--- src/core/ee_wdog_pkg.sv ---
// Constants, types and command codes for the serial memory with watchdog supervisor.
// Assumes a 10 MHz system clock and a 1 ms internal time base built from it.
package ee_wdog_pkg;

    // Time base
    localparam int CLK_NS = 100;
    localparam int TICK_NS = 1_000_000;
    localparam int TICK_CYC_DEF = (TICK_NS + CLK_NS - 1) / CLK_NS;
    localparam int MS_W = 12;
    localparam int HOLD_MS = 200;
    localparam int WD_LONG_MS = 1400;
    localparam int WD_MID_MS = 600;
    localparam int WD_SHORT_MS = 200;
    localparam int WRITE_MS_DEF = 5;

    // Array geometry
    localparam int ADDR_W = 9;
    localparam int MEM_BYTES = 512;
    localparam logic [ADDR_W-1:0] PROT_QTR_BASE = 9'h180;
    localparam logic [ADDR_W-1:0] PROT_HALF_BASE = 9'h100;

    // Opcodes; array opcodes carry the upper address bit at UPPER_ADDR_POS
    localparam logic [7:0] OP_SET_LATCH = 8'h06;
    localparam logic [7:0] OP_CLR_LATCH = 8'h04;
    localparam logic [7:0] OP_RD_STATUS = 8'h05;
    localparam logic [7:0] OP_WR_STATUS = 8'h01;
    localparam logic [7:0] OP_RD_ARRAY = 8'h03;
    localparam logic [7:0] OP_WR_ARRAY = 8'h02;
    localparam logic [7:0] OP_ARRAY_MASK = 8'hf7;
    localparam int UPPER_ADDR_POS = 3;

    // Serial clock counts within one frame
    localparam logic [5:0] CNT_OPCODE = 6'h08;
    localparam logic [5:0] CNT_ADDR = 6'h10;
    localparam logic [5:0] CNT_DATA_FIRST = 6'h18;
    localparam logic [5:0] CNT_DATA_LAST = 6'h30;
    localparam logic [5:0] CNT_MAX = 6'h3f;
    localparam logic [2:0] BYTE_LAST = 3'h7;

    // Status field codes
    localparam logic [1:0] PROT_NONE = 2'h0;
    localparam logic [1:0] PROT_QTR = 2'h1;
    localparam logic [1:0] PROT_HALF = 2'h2;
    localparam logic [1:0] WD_1400 = 2'h0;
    localparam logic [1:0] WD_600 = 2'h1;
    localparam logic [1:0] WD_200 = 2'h2;
    localparam logic [1:0] WD_OFF = 2'h3;
    localparam logic [1:0] ST_UNUSED = 2'h0;
    localparam logic [7:0] ST_BUSY_ALL = 8'hff;

    typedef struct packed {
        logic cs_n;
        logic sck;
        logic si;
        logic wp_n;
        logic supply_ok;
    } pins_t;

    localparam pins_t PINS_IDLE = '{cs_n: 1'b1, sck: 1'b0, si: 1'b0, wp_n: 1'b1, supply_ok: 1'b0};

    // Nonvolatile part of the status byte, bits 5..2
    typedef struct packed {
        logic [1:0] wd_period;
        logic [1:0] prot_range;
    } nv_cfg_t;

    localparam nv_cfg_t NV_CFG_RESET = '{wd_period: 2'h0, prot_range: 2'h0};

    typedef enum logic [2:0] {
        CMD_NONE,
        CMD_SET_LATCH,
        CMD_CLR_LATCH,
        CMD_RD_STATUS,
        CMD_WR_STATUS,
        CMD_RD_ARRAY,
        CMD_WR_ARRAY
    } cmd_t;

endpackage

--- src/core/spi_eeprom_watchdog_supervisor.sv ---
// Serial 512-byte nonvolatile memory slave with write latch, range protection and watchdog supervisor.
// Assumes an SPI master on the pins, a supply detector level on supply_ok_i, and a 10 MHz clk_i.
`timescale 1ns/10ps

module spi_eeprom_watchdog_supervisor
    import ee_wdog_pkg::*;
#(
    parameter int TICK_CYCLES = TICK_CYC_DEF,
    parameter int WRITE_MS = WRITE_MS_DEF,
    parameter int PAGE_BYTES = 4,
    parameter int BUF_DEPTH = 2,
    parameter bit RST_LEVEL = 1'b0
) (
    input wire logic clk_i,
    input wire logic sys_rst_i,
    input wire logic cs_n_i,
    input wire logic sck_i,
    input wire logic si_i,
    input wire logic wp_n_i,
    input wire logic supply_ok_i,
    output logic so_o,
    output logic so_oe_o,
    output logic rst_o,
    output logic rst_oe_o
);

    localparam int TW = $clog2(TICK_CYCLES + 1);
    localparam int PW = $clog2(PAGE_BYTES);
    localparam int BW = $clog2(BUF_DEPTH);

    // Decode an opcode; only the status read is accepted while a write runs
    function automatic cmd_t decode_op(input logic [7:0] op, input logic busy);
        cmd_t c;
        c = CMD_NONE;
        if (op == OP_RD_STATUS) begin
            c = CMD_RD_STATUS;
        end else if (!busy) begin
            if (op == OP_SET_LATCH) c = CMD_SET_LATCH;
            else if (op == OP_CLR_LATCH) c = CMD_CLR_LATCH;
            else if (op == OP_WR_STATUS) c = CMD_WR_STATUS;
            else if ((op & OP_ARRAY_MASK) == OP_RD_ARRAY) c = CMD_RD_ARRAY;
            else if ((op & OP_ARRAY_MASK) == OP_WR_ARRAY) c = CMD_WR_ARRAY;
        end
        return c;
    endfunction

    // Protected ranges always end at the top of the array
    function automatic logic is_locked(input logic [1:0] range, input logic [ADDR_W-1:0] a);
        logic l;
        case (range)
            PROT_NONE: l = 1'b0;
            PROT_QTR: l = (a >= PROT_QTR_BASE);
            PROT_HALF: l = (a >= PROT_HALF_BASE);
            default: l = 1'b1;
        endcase
        return l;
    endfunction

    // Watchdog limit in milliseconds, last count before expiry
    function automatic logic [MS_W-1:0] wd_limit(input logic [1:0] period);
        logic [MS_W-1:0] n;
        case (period)
            WD_1400: n = MS_W'(WD_LONG_MS - 1);
            WD_600: n = MS_W'(WD_MID_MS - 1);
            default: n = MS_W'(WD_SHORT_MS - 1);
        endcase
        return n;
    endfunction

    pins_t pins_in;
    pins_t meta_q;
    pins_t sync_q;
    pins_t prev_q;
    logic sck_rise, sck_fall, cs_fall, cs_rise, sel, active, byte_done;
    logic [7:0] rx_byte;
    logic [TW-1:0] tick_cnt_q;
    logic tick;
    logic [MS_W-1:0] hold_q;
    logic [MS_W-1:0] wd_q;
    logic wd_on, wd_expire;
    logic armed_q;
    logic [5:0] bit_cnt_q;
    logic [7:0] shift_q;
    cmd_t cmd_q;
    cmd_t op_dec;
    logic [ADDR_W-1:0] addr_q;
    logic [7:0] page_q [PAGE_BYTES];
    logic [PAGE_BYTES-1:0] dirty_q;
    nv_cfg_t st_new_q;
    nv_cfg_t cfg_q;
    logic wel_q, busy_q, wr_status_q;
    logic [MS_W-1:0] wr_cnt_q;
    logic start_arr, start_st, write_done, count_ok;
    logic [7:0] mem_q [MEM_BYTES];
    logic [7:0] status_byte;
    logic [7:0] fifo_q [BUF_DEPTH];
    logic [BW-1:0] wr_ptr_q, rd_ptr_q;
    logic [BW:0] fill_q;
    logic push, pop, fifo_full, fifo_empty;
    logic rd_phase;
    logic [7:0] out_sh_q, out_byte;
    logic [2:0] out_bits_q;

    // Two-stage synchroniser on every pin, then one more stage for edge finding
    assign pins_in = {cs_n_i, sck_i, si_i, wp_n_i, supply_ok_i};
    always_ff @(posedge clk_i) begin
        if (sys_rst_i) begin
            meta_q <= PINS_IDLE;
            sync_q <= PINS_IDLE;
            prev_q <= PINS_IDLE;
        end else begin
            meta_q <= pins_in;
            sync_q <= meta_q;
            prev_q <= sync_q;
        end
    end

    assign sck_rise = sync_q.sck & ~prev_q.sck;
    assign sck_fall = ~sync_q.sck & prev_q.sck;
    assign cs_fall = ~sync_q.cs_n & prev_q.cs_n;
    assign cs_rise = sync_q.cs_n & ~prev_q.cs_n;
    assign sel = ~sync_q.cs_n;
    assign active = sel & armed_q;
    assign rx_byte = {shift_q[6:0], sync_q.si};
    assign byte_done = sck_rise & active & (bit_cnt_q[2:0] == BYTE_LAST);
    // Status polls during a write must leave the pending page's upper address bit alone
    assign op_dec = decode_op(rx_byte, busy_q);

    // Free-running 1 ms tick, independent of the serial clock
    always_ff @(posedge clk_i) begin
        if (sys_rst_i || tick) begin
            tick_cnt_q <= '0;
        end else begin
            tick_cnt_q <= tick_cnt_q + 1'b1;
        end
    end
    assign tick = (tick_cnt_q == TW'(TICK_CYCLES - 1));

    // Reset hold: reloaded while supply is low or on watchdog expiry
    always_ff @(posedge clk_i) begin
        if (sys_rst_i || !sync_q.supply_ok || wd_expire) begin
            hold_q <= MS_W'(HOLD_MS);
        end else if (tick && hold_q != '0) begin
            hold_q <= hold_q - 1'b1;
        end
    end

    // Watchdog runs only once the supervisor is out of reset hold
    assign wd_on = (cfg_q.wd_period != WD_OFF) & (hold_q == '0) & sync_q.supply_ok;
    assign wd_expire = wd_on & tick & (wd_q >= wd_limit(cfg_q.wd_period));
    always_ff @(posedge clk_i) begin
        if (sys_rst_i || cs_fall || !wd_on || wd_expire) begin
            wd_q <= '0;
        end else if (tick) begin
            wd_q <= wd_q + 1'b1;
        end
    end

    // Open-drain reset output; level is fixed, enable carries the state
    always_ff @(posedge clk_i) begin
        if (sys_rst_i) begin
            rst_o <= RST_LEVEL;
            rst_oe_o <= 1'b1;
        end else begin
            rst_o <= RST_LEVEL;
            rst_oe_o <= ~sync_q.supply_ok | (hold_q != '0) | wd_expire;
        end
    end

    // Frames are ignored after a supply loss until chip select falls again
    always_ff @(posedge clk_i) begin
        if (sys_rst_i || !sync_q.supply_ok) begin
            armed_q <= 1'b0;
        end else if (cs_fall) begin
            armed_q <= 1'b1;
        end
    end

    // Frame decoder: bit count, instruction, address and page load
    always_ff @(posedge clk_i) begin
        if (sys_rst_i) begin
            bit_cnt_q <= '0;
            shift_q <= '0;
            cmd_q <= CMD_NONE;
            addr_q <= '0;
            dirty_q <= '0;
            st_new_q <= NV_CFG_RESET;
        end else if (!sel) begin
            bit_cnt_q <= '0;
            cmd_q <= CMD_NONE;
        end else if (sck_rise && armed_q) begin
            shift_q <= rx_byte;
            if (bit_cnt_q != CNT_MAX) begin
                bit_cnt_q <= bit_cnt_q + 1'b1;
            end
            if (byte_done) begin
                case (bit_cnt_q[5:3])
                    3'h0: begin
                        cmd_q <= op_dec;
                        if (op_dec == CMD_RD_ARRAY || op_dec == CMD_WR_ARRAY) begin
                            addr_q[ADDR_W-1] <= rx_byte[UPPER_ADDR_POS];
                        end
                        if (op_dec == CMD_WR_ARRAY) begin
                            dirty_q <= '0;
                        end
                    end
                    3'h1: begin
                        if (cmd_q == CMD_RD_ARRAY || cmd_q == CMD_WR_ARRAY) begin
                            addr_q[ADDR_W-2:0] <= rx_byte;
                        end
                        if (cmd_q == CMD_WR_STATUS) begin
                            st_new_q <= rx_byte[5:2];
                        end
                    end
                    default: begin
                        if (cmd_q == CMD_WR_ARRAY) begin
                            page_q[addr_q[PW-1:0]] <= rx_byte;
                            dirty_q[addr_q[PW-1:0]] <= 1'b1;
                            addr_q[PW-1:0] <= addr_q[PW-1:0] + 1'b1;
                        end
                    end
                endcase
            end
        end else if (push) begin
            addr_q <= addr_q + 1'b1;
        end
    end

    // Write start on chip select rise at a legal clock count
    assign count_ok = (bit_cnt_q[2:0] == 3'h0) && (bit_cnt_q >= CNT_DATA_FIRST) && (bit_cnt_q <= CNT_DATA_LAST);
    assign start_arr = cs_rise & armed_q & (cmd_q == CMD_WR_ARRAY) & count_ok & wel_q & sync_q.wp_n;
    assign start_st = cs_rise & armed_q & (cmd_q == CMD_WR_STATUS) & (bit_cnt_q == CNT_ADDR) & wel_q & sync_q.wp_n;
    assign write_done = busy_q & tick & (wr_cnt_q == MS_W'(WRITE_MS - 1));

    // Internal write cycle; protect changes cannot stop it once started
    always_ff @(posedge clk_i) begin
        if (sys_rst_i) begin
            busy_q <= 1'b0;
            wr_status_q <= 1'b0;
            wr_cnt_q <= '0;
        end else if (start_arr || start_st) begin
            busy_q <= 1'b1;
            wr_status_q <= start_st;
            wr_cnt_q <= '0;
        end else if (write_done) begin
            busy_q <= 1'b0;
        end else if (busy_q && tick) begin
            wr_cnt_q <= wr_cnt_q + 1'b1;
        end
    end

    // Nonvolatile status pair; survives supply loss, only a full reset clears it
    always_ff @(posedge clk_i) begin
        if (sys_rst_i) begin
            cfg_q <= NV_CFG_RESET;
        end else if (write_done && wr_status_q) begin
            cfg_q <= st_new_q;
        end
    end

    // Array commit of loaded page bytes outside the locked range
    always_ff @(posedge clk_i) begin
        if (write_done && !wr_status_q) begin
            for (int i = 0; i < PAGE_BYTES; i++) begin
                if (dirty_q[i] && !is_locked(cfg_q.prot_range, {addr_q[ADDR_W-1:PW], PW'(i)})) begin
                    mem_q[{addr_q[ADDR_W-1:PW], PW'(i)}] <= page_q[i];
                end
            end
        end
    end

    // Write latch: cleared on supply loss, protect low and write completion
    always_ff @(posedge clk_i) begin
        if (sys_rst_i || !sync_q.supply_ok) begin
            wel_q <= 1'b0;
        end else if (!sync_q.wp_n || write_done) begin
            wel_q <= 1'b0;
        end else if (cs_rise && armed_q && bit_cnt_q == CNT_OPCODE) begin
            if (cmd_q == CMD_SET_LATCH) wel_q <= 1'b1;
            else if (cmd_q == CMD_CLR_LATCH) wel_q <= 1'b0;
        end
    end

    // Live status byte; all ones while a write runs
    assign status_byte = busy_q ? ST_BUSY_ALL : {ST_UNUSED, cfg_q, wel_q, 1'b0};

    // Two-entry read buffer; the prefetch stalls when the shifter falls behind
    assign fifo_full = (fill_q == (BW + 1)'(BUF_DEPTH));
    assign fifo_empty = (fill_q == '0);
    assign push = active & (cmd_q == CMD_RD_ARRAY) & (bit_cnt_q >= CNT_ADDR) & ~fifo_full & ~sck_rise;
    assign rd_phase = active & (((cmd_q == CMD_RD_STATUS) & (bit_cnt_q >= CNT_OPCODE))
        | ((cmd_q == CMD_RD_ARRAY) & (bit_cnt_q >= CNT_ADDR)));
    assign pop = sck_fall & rd_phase & (out_bits_q == '0) & (cmd_q == CMD_RD_ARRAY) & ~fifo_empty;

    always_ff @(posedge clk_i) begin
        if (sys_rst_i || !sel) begin
            wr_ptr_q <= '0;
            rd_ptr_q <= '0;
            fill_q <= '0;
        end else begin
            if (push) begin
                fifo_q[wr_ptr_q] <= mem_q[addr_q];
                wr_ptr_q <= (wr_ptr_q == BW'(BUF_DEPTH - 1)) ? '0 : wr_ptr_q + 1'b1;
            end
            if (pop) begin
                rd_ptr_q <= (rd_ptr_q == BW'(BUF_DEPTH - 1)) ? '0 : rd_ptr_q + 1'b1;
            end
            fill_q <= fill_q + (BW + 1)'(push) - (BW + 1)'(pop);
        end
    end

    // Serial output: new bit only after a falling edge, most significant first
    assign out_byte = (cmd_q == CMD_RD_STATUS) ? status_byte : (fifo_empty ? 8'h00 : fifo_q[rd_ptr_q]);
    always_ff @(posedge clk_i) begin
        if (sys_rst_i) begin
            so_o <= 1'b0;
            so_oe_o <= 1'b0;
            out_sh_q <= '0;
            out_bits_q <= '0;
        end else begin
            so_oe_o <= rd_phase;
            if (!sel) begin
                out_bits_q <= '0;
            end else if (sck_fall && rd_phase) begin
                if (out_bits_q == '0) begin
                    so_o <= out_byte[7];
                    out_sh_q <= {out_byte[6:0], 1'b0};
                    out_bits_q <= BYTE_LAST;
                end else begin
                    so_o <= out_sh_q[7];
                    out_sh_q <= {out_sh_q[6:0], 1'b0};
                    out_bits_q <= out_bits_q - 1'b1;
                end
            end
        end
    end
endmodule // spi_eeprom_watchdog_supervisor

--- config.mk ---
export PLATFORM = sky130hd
export DESIGN_NAME = spi_eeprom_watchdog_supervisor
export DESIGN_NICKNAME = d
export VERILOG_FILES = /design/src/core/ee_wdog_pkg.sv /design/src/core/spi_eeprom_watchdog_supervisor.sv
export SDC_FILE = /design/constraint.sdc
export NUM_CORES = 2
export LEC_CHECK = 0
export BUFFER_PORTS_ARGS = -buffer_cell sky130_fd_sc_hd__buf_2
export CAP_MARGIN = 20
export CELL_PAD_IN_SITES_DETAIL_PLACEMENT = 1
export CELL_PAD_IN_SITES_GLOBAL_PLACEMENT = 2
export CORE_MARGIN = 2
export CORE_UTILIZATION = 53
export CTS_CLUSTER_SIZE = 25
export DETAILED_ROUTE_END_ITERATION = 10
export PLACE_DENSITY_LB_ADDON = 0.1
export SYNTH_ARGS = -nofsm -noshare
export SYNTH_HDL_FRONTEND = slang
export SYNTH_MEMORY_MAX_BITS = 65536
export SYNTH_SLANG_ARGS = --single-unit
export TNS_END_PERCENT = 10
--- constraint.sdc ---
create_clock -name clk_i -period 8.9 [get_ports clk_i]
set_clock_uncertainty 0.05 [all_clocks]
set_input_delay 0.445 -clock clk_i [delete_from_list [all_inputs] [get_ports clk_i]]
set_output_delay 0.445 -clock clk_i [all_outputs]
set_load 0.005 [all_outputs]
==> summary.md <==
| Metric | Value |
|---|---|
| Status | `completed` |
| Crit path from | `addr_q[0]` |
| Dpl hpwl | `345000 microns` |
| Min-delay worst type | `primary input to flip-flop` |
| Routed WL | `628000 microns` |
| CTS Sinks | `4265` |
| RSZ-0062 raised after global routing | `false` |
| Crit end category | `flip-flop` |
| CTS Buf Count | `435` |
| Measured slew at the worst slew-check pin | `1.32 ns` |
| R2r setup slk | `between 3 and 4 ns` |
| Syn avg cell area | `17.5 sq um` |
| Placer's final routability congestion estimate | `0.906` |
| Max-slew violations | `0` |
| Commonest non-fill, non-tap cell in the layout | `edfxtp_1` |
| Die Y | `563 microns` |
| Crit path DAT | `about 6.4 ns` |
| Synth warn | `0` |
| Synthesized net count | `approximately 9500` |
| Lkg Pwr | `between 50 and 60 nW` |
| Most frequent cells in the layout | `4144 x edfxtp_1, 1769 x mux2i_1, 804 x o22ai_1, 721 x nor2_1, 445 x clkbuf_16` |
| CP cell instances | `buf_4, buf_12, mux2i_1, o22ai_1, or4_1, nor3_1, a31oi_1, a32oi_1, nand4_1` |
| Placed Area | `roughly 170000 sq um` |
| Number of global-route vias before repair | `98882` |
| Pwr Total | `40.3 mW` |
| Row count | `a little over 200` |
| Core Footprint | `312000 sq um` |
| Setup violations, final | `0` |
| Port Buffer Count | `9` |
| Top_reg_cell synth | `edfxtp_1` |
| Max Fanout on Critical Path | `118` |
| Max-cap check violation count | `0` |
| Final worst path period share | `64.9%` |
| Worst Setup Start Kind | `flip-flop` |
| Share of cells above drive strength 1 | `a little under an eighth` |
| Drt drc | `0` |
| Synth-to-Final Area Change | `11.9%` |
| Register bit count reported by yosys | `4265` |
| Final hold vios | `0` |
| Critical path endpoint | `fifo_q[1][7]` |
| Remaining antenna violation count | `0` |
| Worst-skew pair later-pin latency | `0.98 ns` |
| Min Tclk post-route | `5.77 ns` |
| Deepest clock path buffer count | `4` |
| CTS tree | `yes` |
| Avg WL per Cell | `44.5 microns` |
| Die footprint | `317000 sq um` |
| Unique masters post-synth | `72` |
| Router iterations before antenna repair | `6` |
| CP max stage cell | `dfxtp_4` |
| Vias | `around 100k` |
| Worst Reg-to-Reg Cells | `9` |
| DR vias/cell | `just over 7` |
| GRT Util Overall | `39.3%` |
| CTS resizes | `0` |
| CP required | `between 9 and 10 ns` |
| Io pins | `11` |
| Clock transition at path regs | `0.06 ns` |
| FFs w/ async S/R, synth | `0%` |
| FF-to-FF End | `fifo_q[1][7]` |
| Worst path max stage delay | `1.10 ns` |
| Peak VDD IR | `between 0.00015 and 0.0002 V` |
| DRT iter0 DRCs | `21367` |
| Post-synthesis sequential area ratio | `between 70% and 80%` |
| Number of flops mapped to enable cells by yosys | `approximately 4100` |
| Setup_tns | `0 ns` |
| Peak Freq | `173 MHz` |
| Largest net degree at the start of global routing | `119` |
| Die Span X | `563 microns` |
| Net count reported at finish | `9630` |
| Synthesized area | `~170000 sq um` |
| CTS root buf | `clkbuf_16` |
| Reg-to-reg startpoint | `addr_q[0]` |
| Htree depth | `5` |
| Remaining global-route overflow | `0` |
| Initial Utilization | `53.2%` |
| Pwr Density | `217 nW/um^2` |
| Max_slew headroom | `12.2%` |
| CP Class | `flip-flop to flip-flop` |
| First-pass GRT wire length | `around 850000 microns` |
| Cells after Synth | `around 9500` |
| Initial antenna violation count | `64` |
| Final instance area | `185000 sq um` |
[sequential cells by signal, indices dropped and copies added, names as in the netlist, 5 cells and up, named ones only]
name / count
meta_q: 5
out_sh_q: 7
page_q: 32
hold_q: 12
addr_q: 9
wr_cnt_q: 12
fifo_q: 16
wd_q: 12
bit_cnt_q: 6
tick_cnt_q: 14
shift_q: 7
mem_q: 4096
[where the power goes]
group	internal, mW	switching [mW]	total, mW
clock	10.6	7.97	18.6
sequential	21.7	0.00360	21.7
combinational	0.00681	0.0113	0.0181
[through the flow]
step | worst slack [ns] | util (%) | cells | hold WS, ns
final | 3.13 | 59.5 | 14127 | 0.177
after global routing | 3.12 | 59.5 | 14116 | 0.186
after CTS | 3.27 | 59.5 | 14114 | 0.130
after detailed placement | 3.35 | 54.9 | 13296 | 0.377
after global placement | 3.41 | 54.9 | 13292 | 0.366
after floorplan | 5.64 | - | 9459 | 0.339
[worst min path at each step]
stage / start / to / slack (ns) / depth (start not counted)
final: cs_n_i / meta_q[4] / 0.18 / 3
after detailed placement: meta_q[4] / sync_q[4] / 0.38 / 1
after global routing: cs_n_i / meta_q[4] / 0.19 / 3
after global placement: meta_q[4] / sync_q[4] / 0.37 / 1
after CTS: cs_n_i / meta_q[4] / 0.13 / 3
after floorplan: meta_q[1] / sync_q[1] / 0.34 / 1
[critical path: cells and delay by family, from the launching register on]
kind | cells | cell delay [ns]
AND/OR/NAND/NOR | 3 | 1.27
AO/OA/AOI/OAI | 3 | 1.27
flip-flops | 1 | 1.10
buffers and inverters | 2 | 0.99
multiplexers | 1 | 0.41
[kinds of logic (layout without fill, tap and decap cells)]
family | Yosys count | count (layout) | share of synthesized area, %
buf+inv | 597 | 1113 | 1.78
mux | 1933 | 1933 | 12.9
xor+xnor | 50 | 50 | 0.264
fa+ha+maj | 23 | 23 | 0.174
flops | 4265 | 4265 | 76.5
simple gates | 1466 | 1466 | 4.05
other cells | 1 | 13 | 0.00226
compound gates | 1124 | 1124 | 4.31
[per-layer routing]
| layer | global-route usage, % | part of all wire (%) | vias up | wire (microns) |
|---|---|---|---|---|
| li1 | - | - | 38078 | - |
| met1 | 55.3 | 36 | 51882 | 229000 |
| met2 | 59.3 | 45 | 8684 | 280000 |
| met3 | 9.04 | 14 | 1543 | 86600 |
| met4 | 16.9 | 5.2 | 16 | 32600 |
| met5 | 0 | 0.018 | - | 111 |
[cell type report]
cell class,count,area [sq um]
diodes,12,30.0
clock buffers,522,11500
clock inverters,290,2830
fillers,27028,126000
inverters,24,90.1
multi-input cells,4597,36200
flip-flops and latches,4265,127000
well taps,4140,5180
repair buffers,277,2760
[Yosys cell counts, drive strengths merged, types with 8 or more instances]
master	number	share of area, %
edfxtp	4144	75
mux2i	1769	11
o22ai	804	3.0
nor2	732	1.7
buf	369	1.3
nand2	250	0.57
clkbuf	204	0.46
mux4	160	2.2
nor4	153	0.59
dfxtp	121	1.5
nor3	81	0.25
o21ai	77	0.23
nand3	62	0.19
a21oi	57	0.17
a22oi	46	0.21
a31oi	34	0.13
xor2	32	0.17
nand4	29	0.11
nor2b	26	0.098
ha	23	0.17
inv	23	0.052
or4	22	0.10
a211oi	18	0.082
xnor2	18	0.095
and3	15	0.057
or3	14	0.053
and2	12	0.045
o2111ai	12	0.063
o22a	11	0.058
a22o	10	0.053
nand2b	10	0.038
or2	10	0.038
nand3b	8	0.036
[what timing repair did]
item,in CTS,in global routing
buffers inserted,0,0
hold endpoints to repair,6,0
hold buffers,6,0
(Power assumes the default switching activity.)
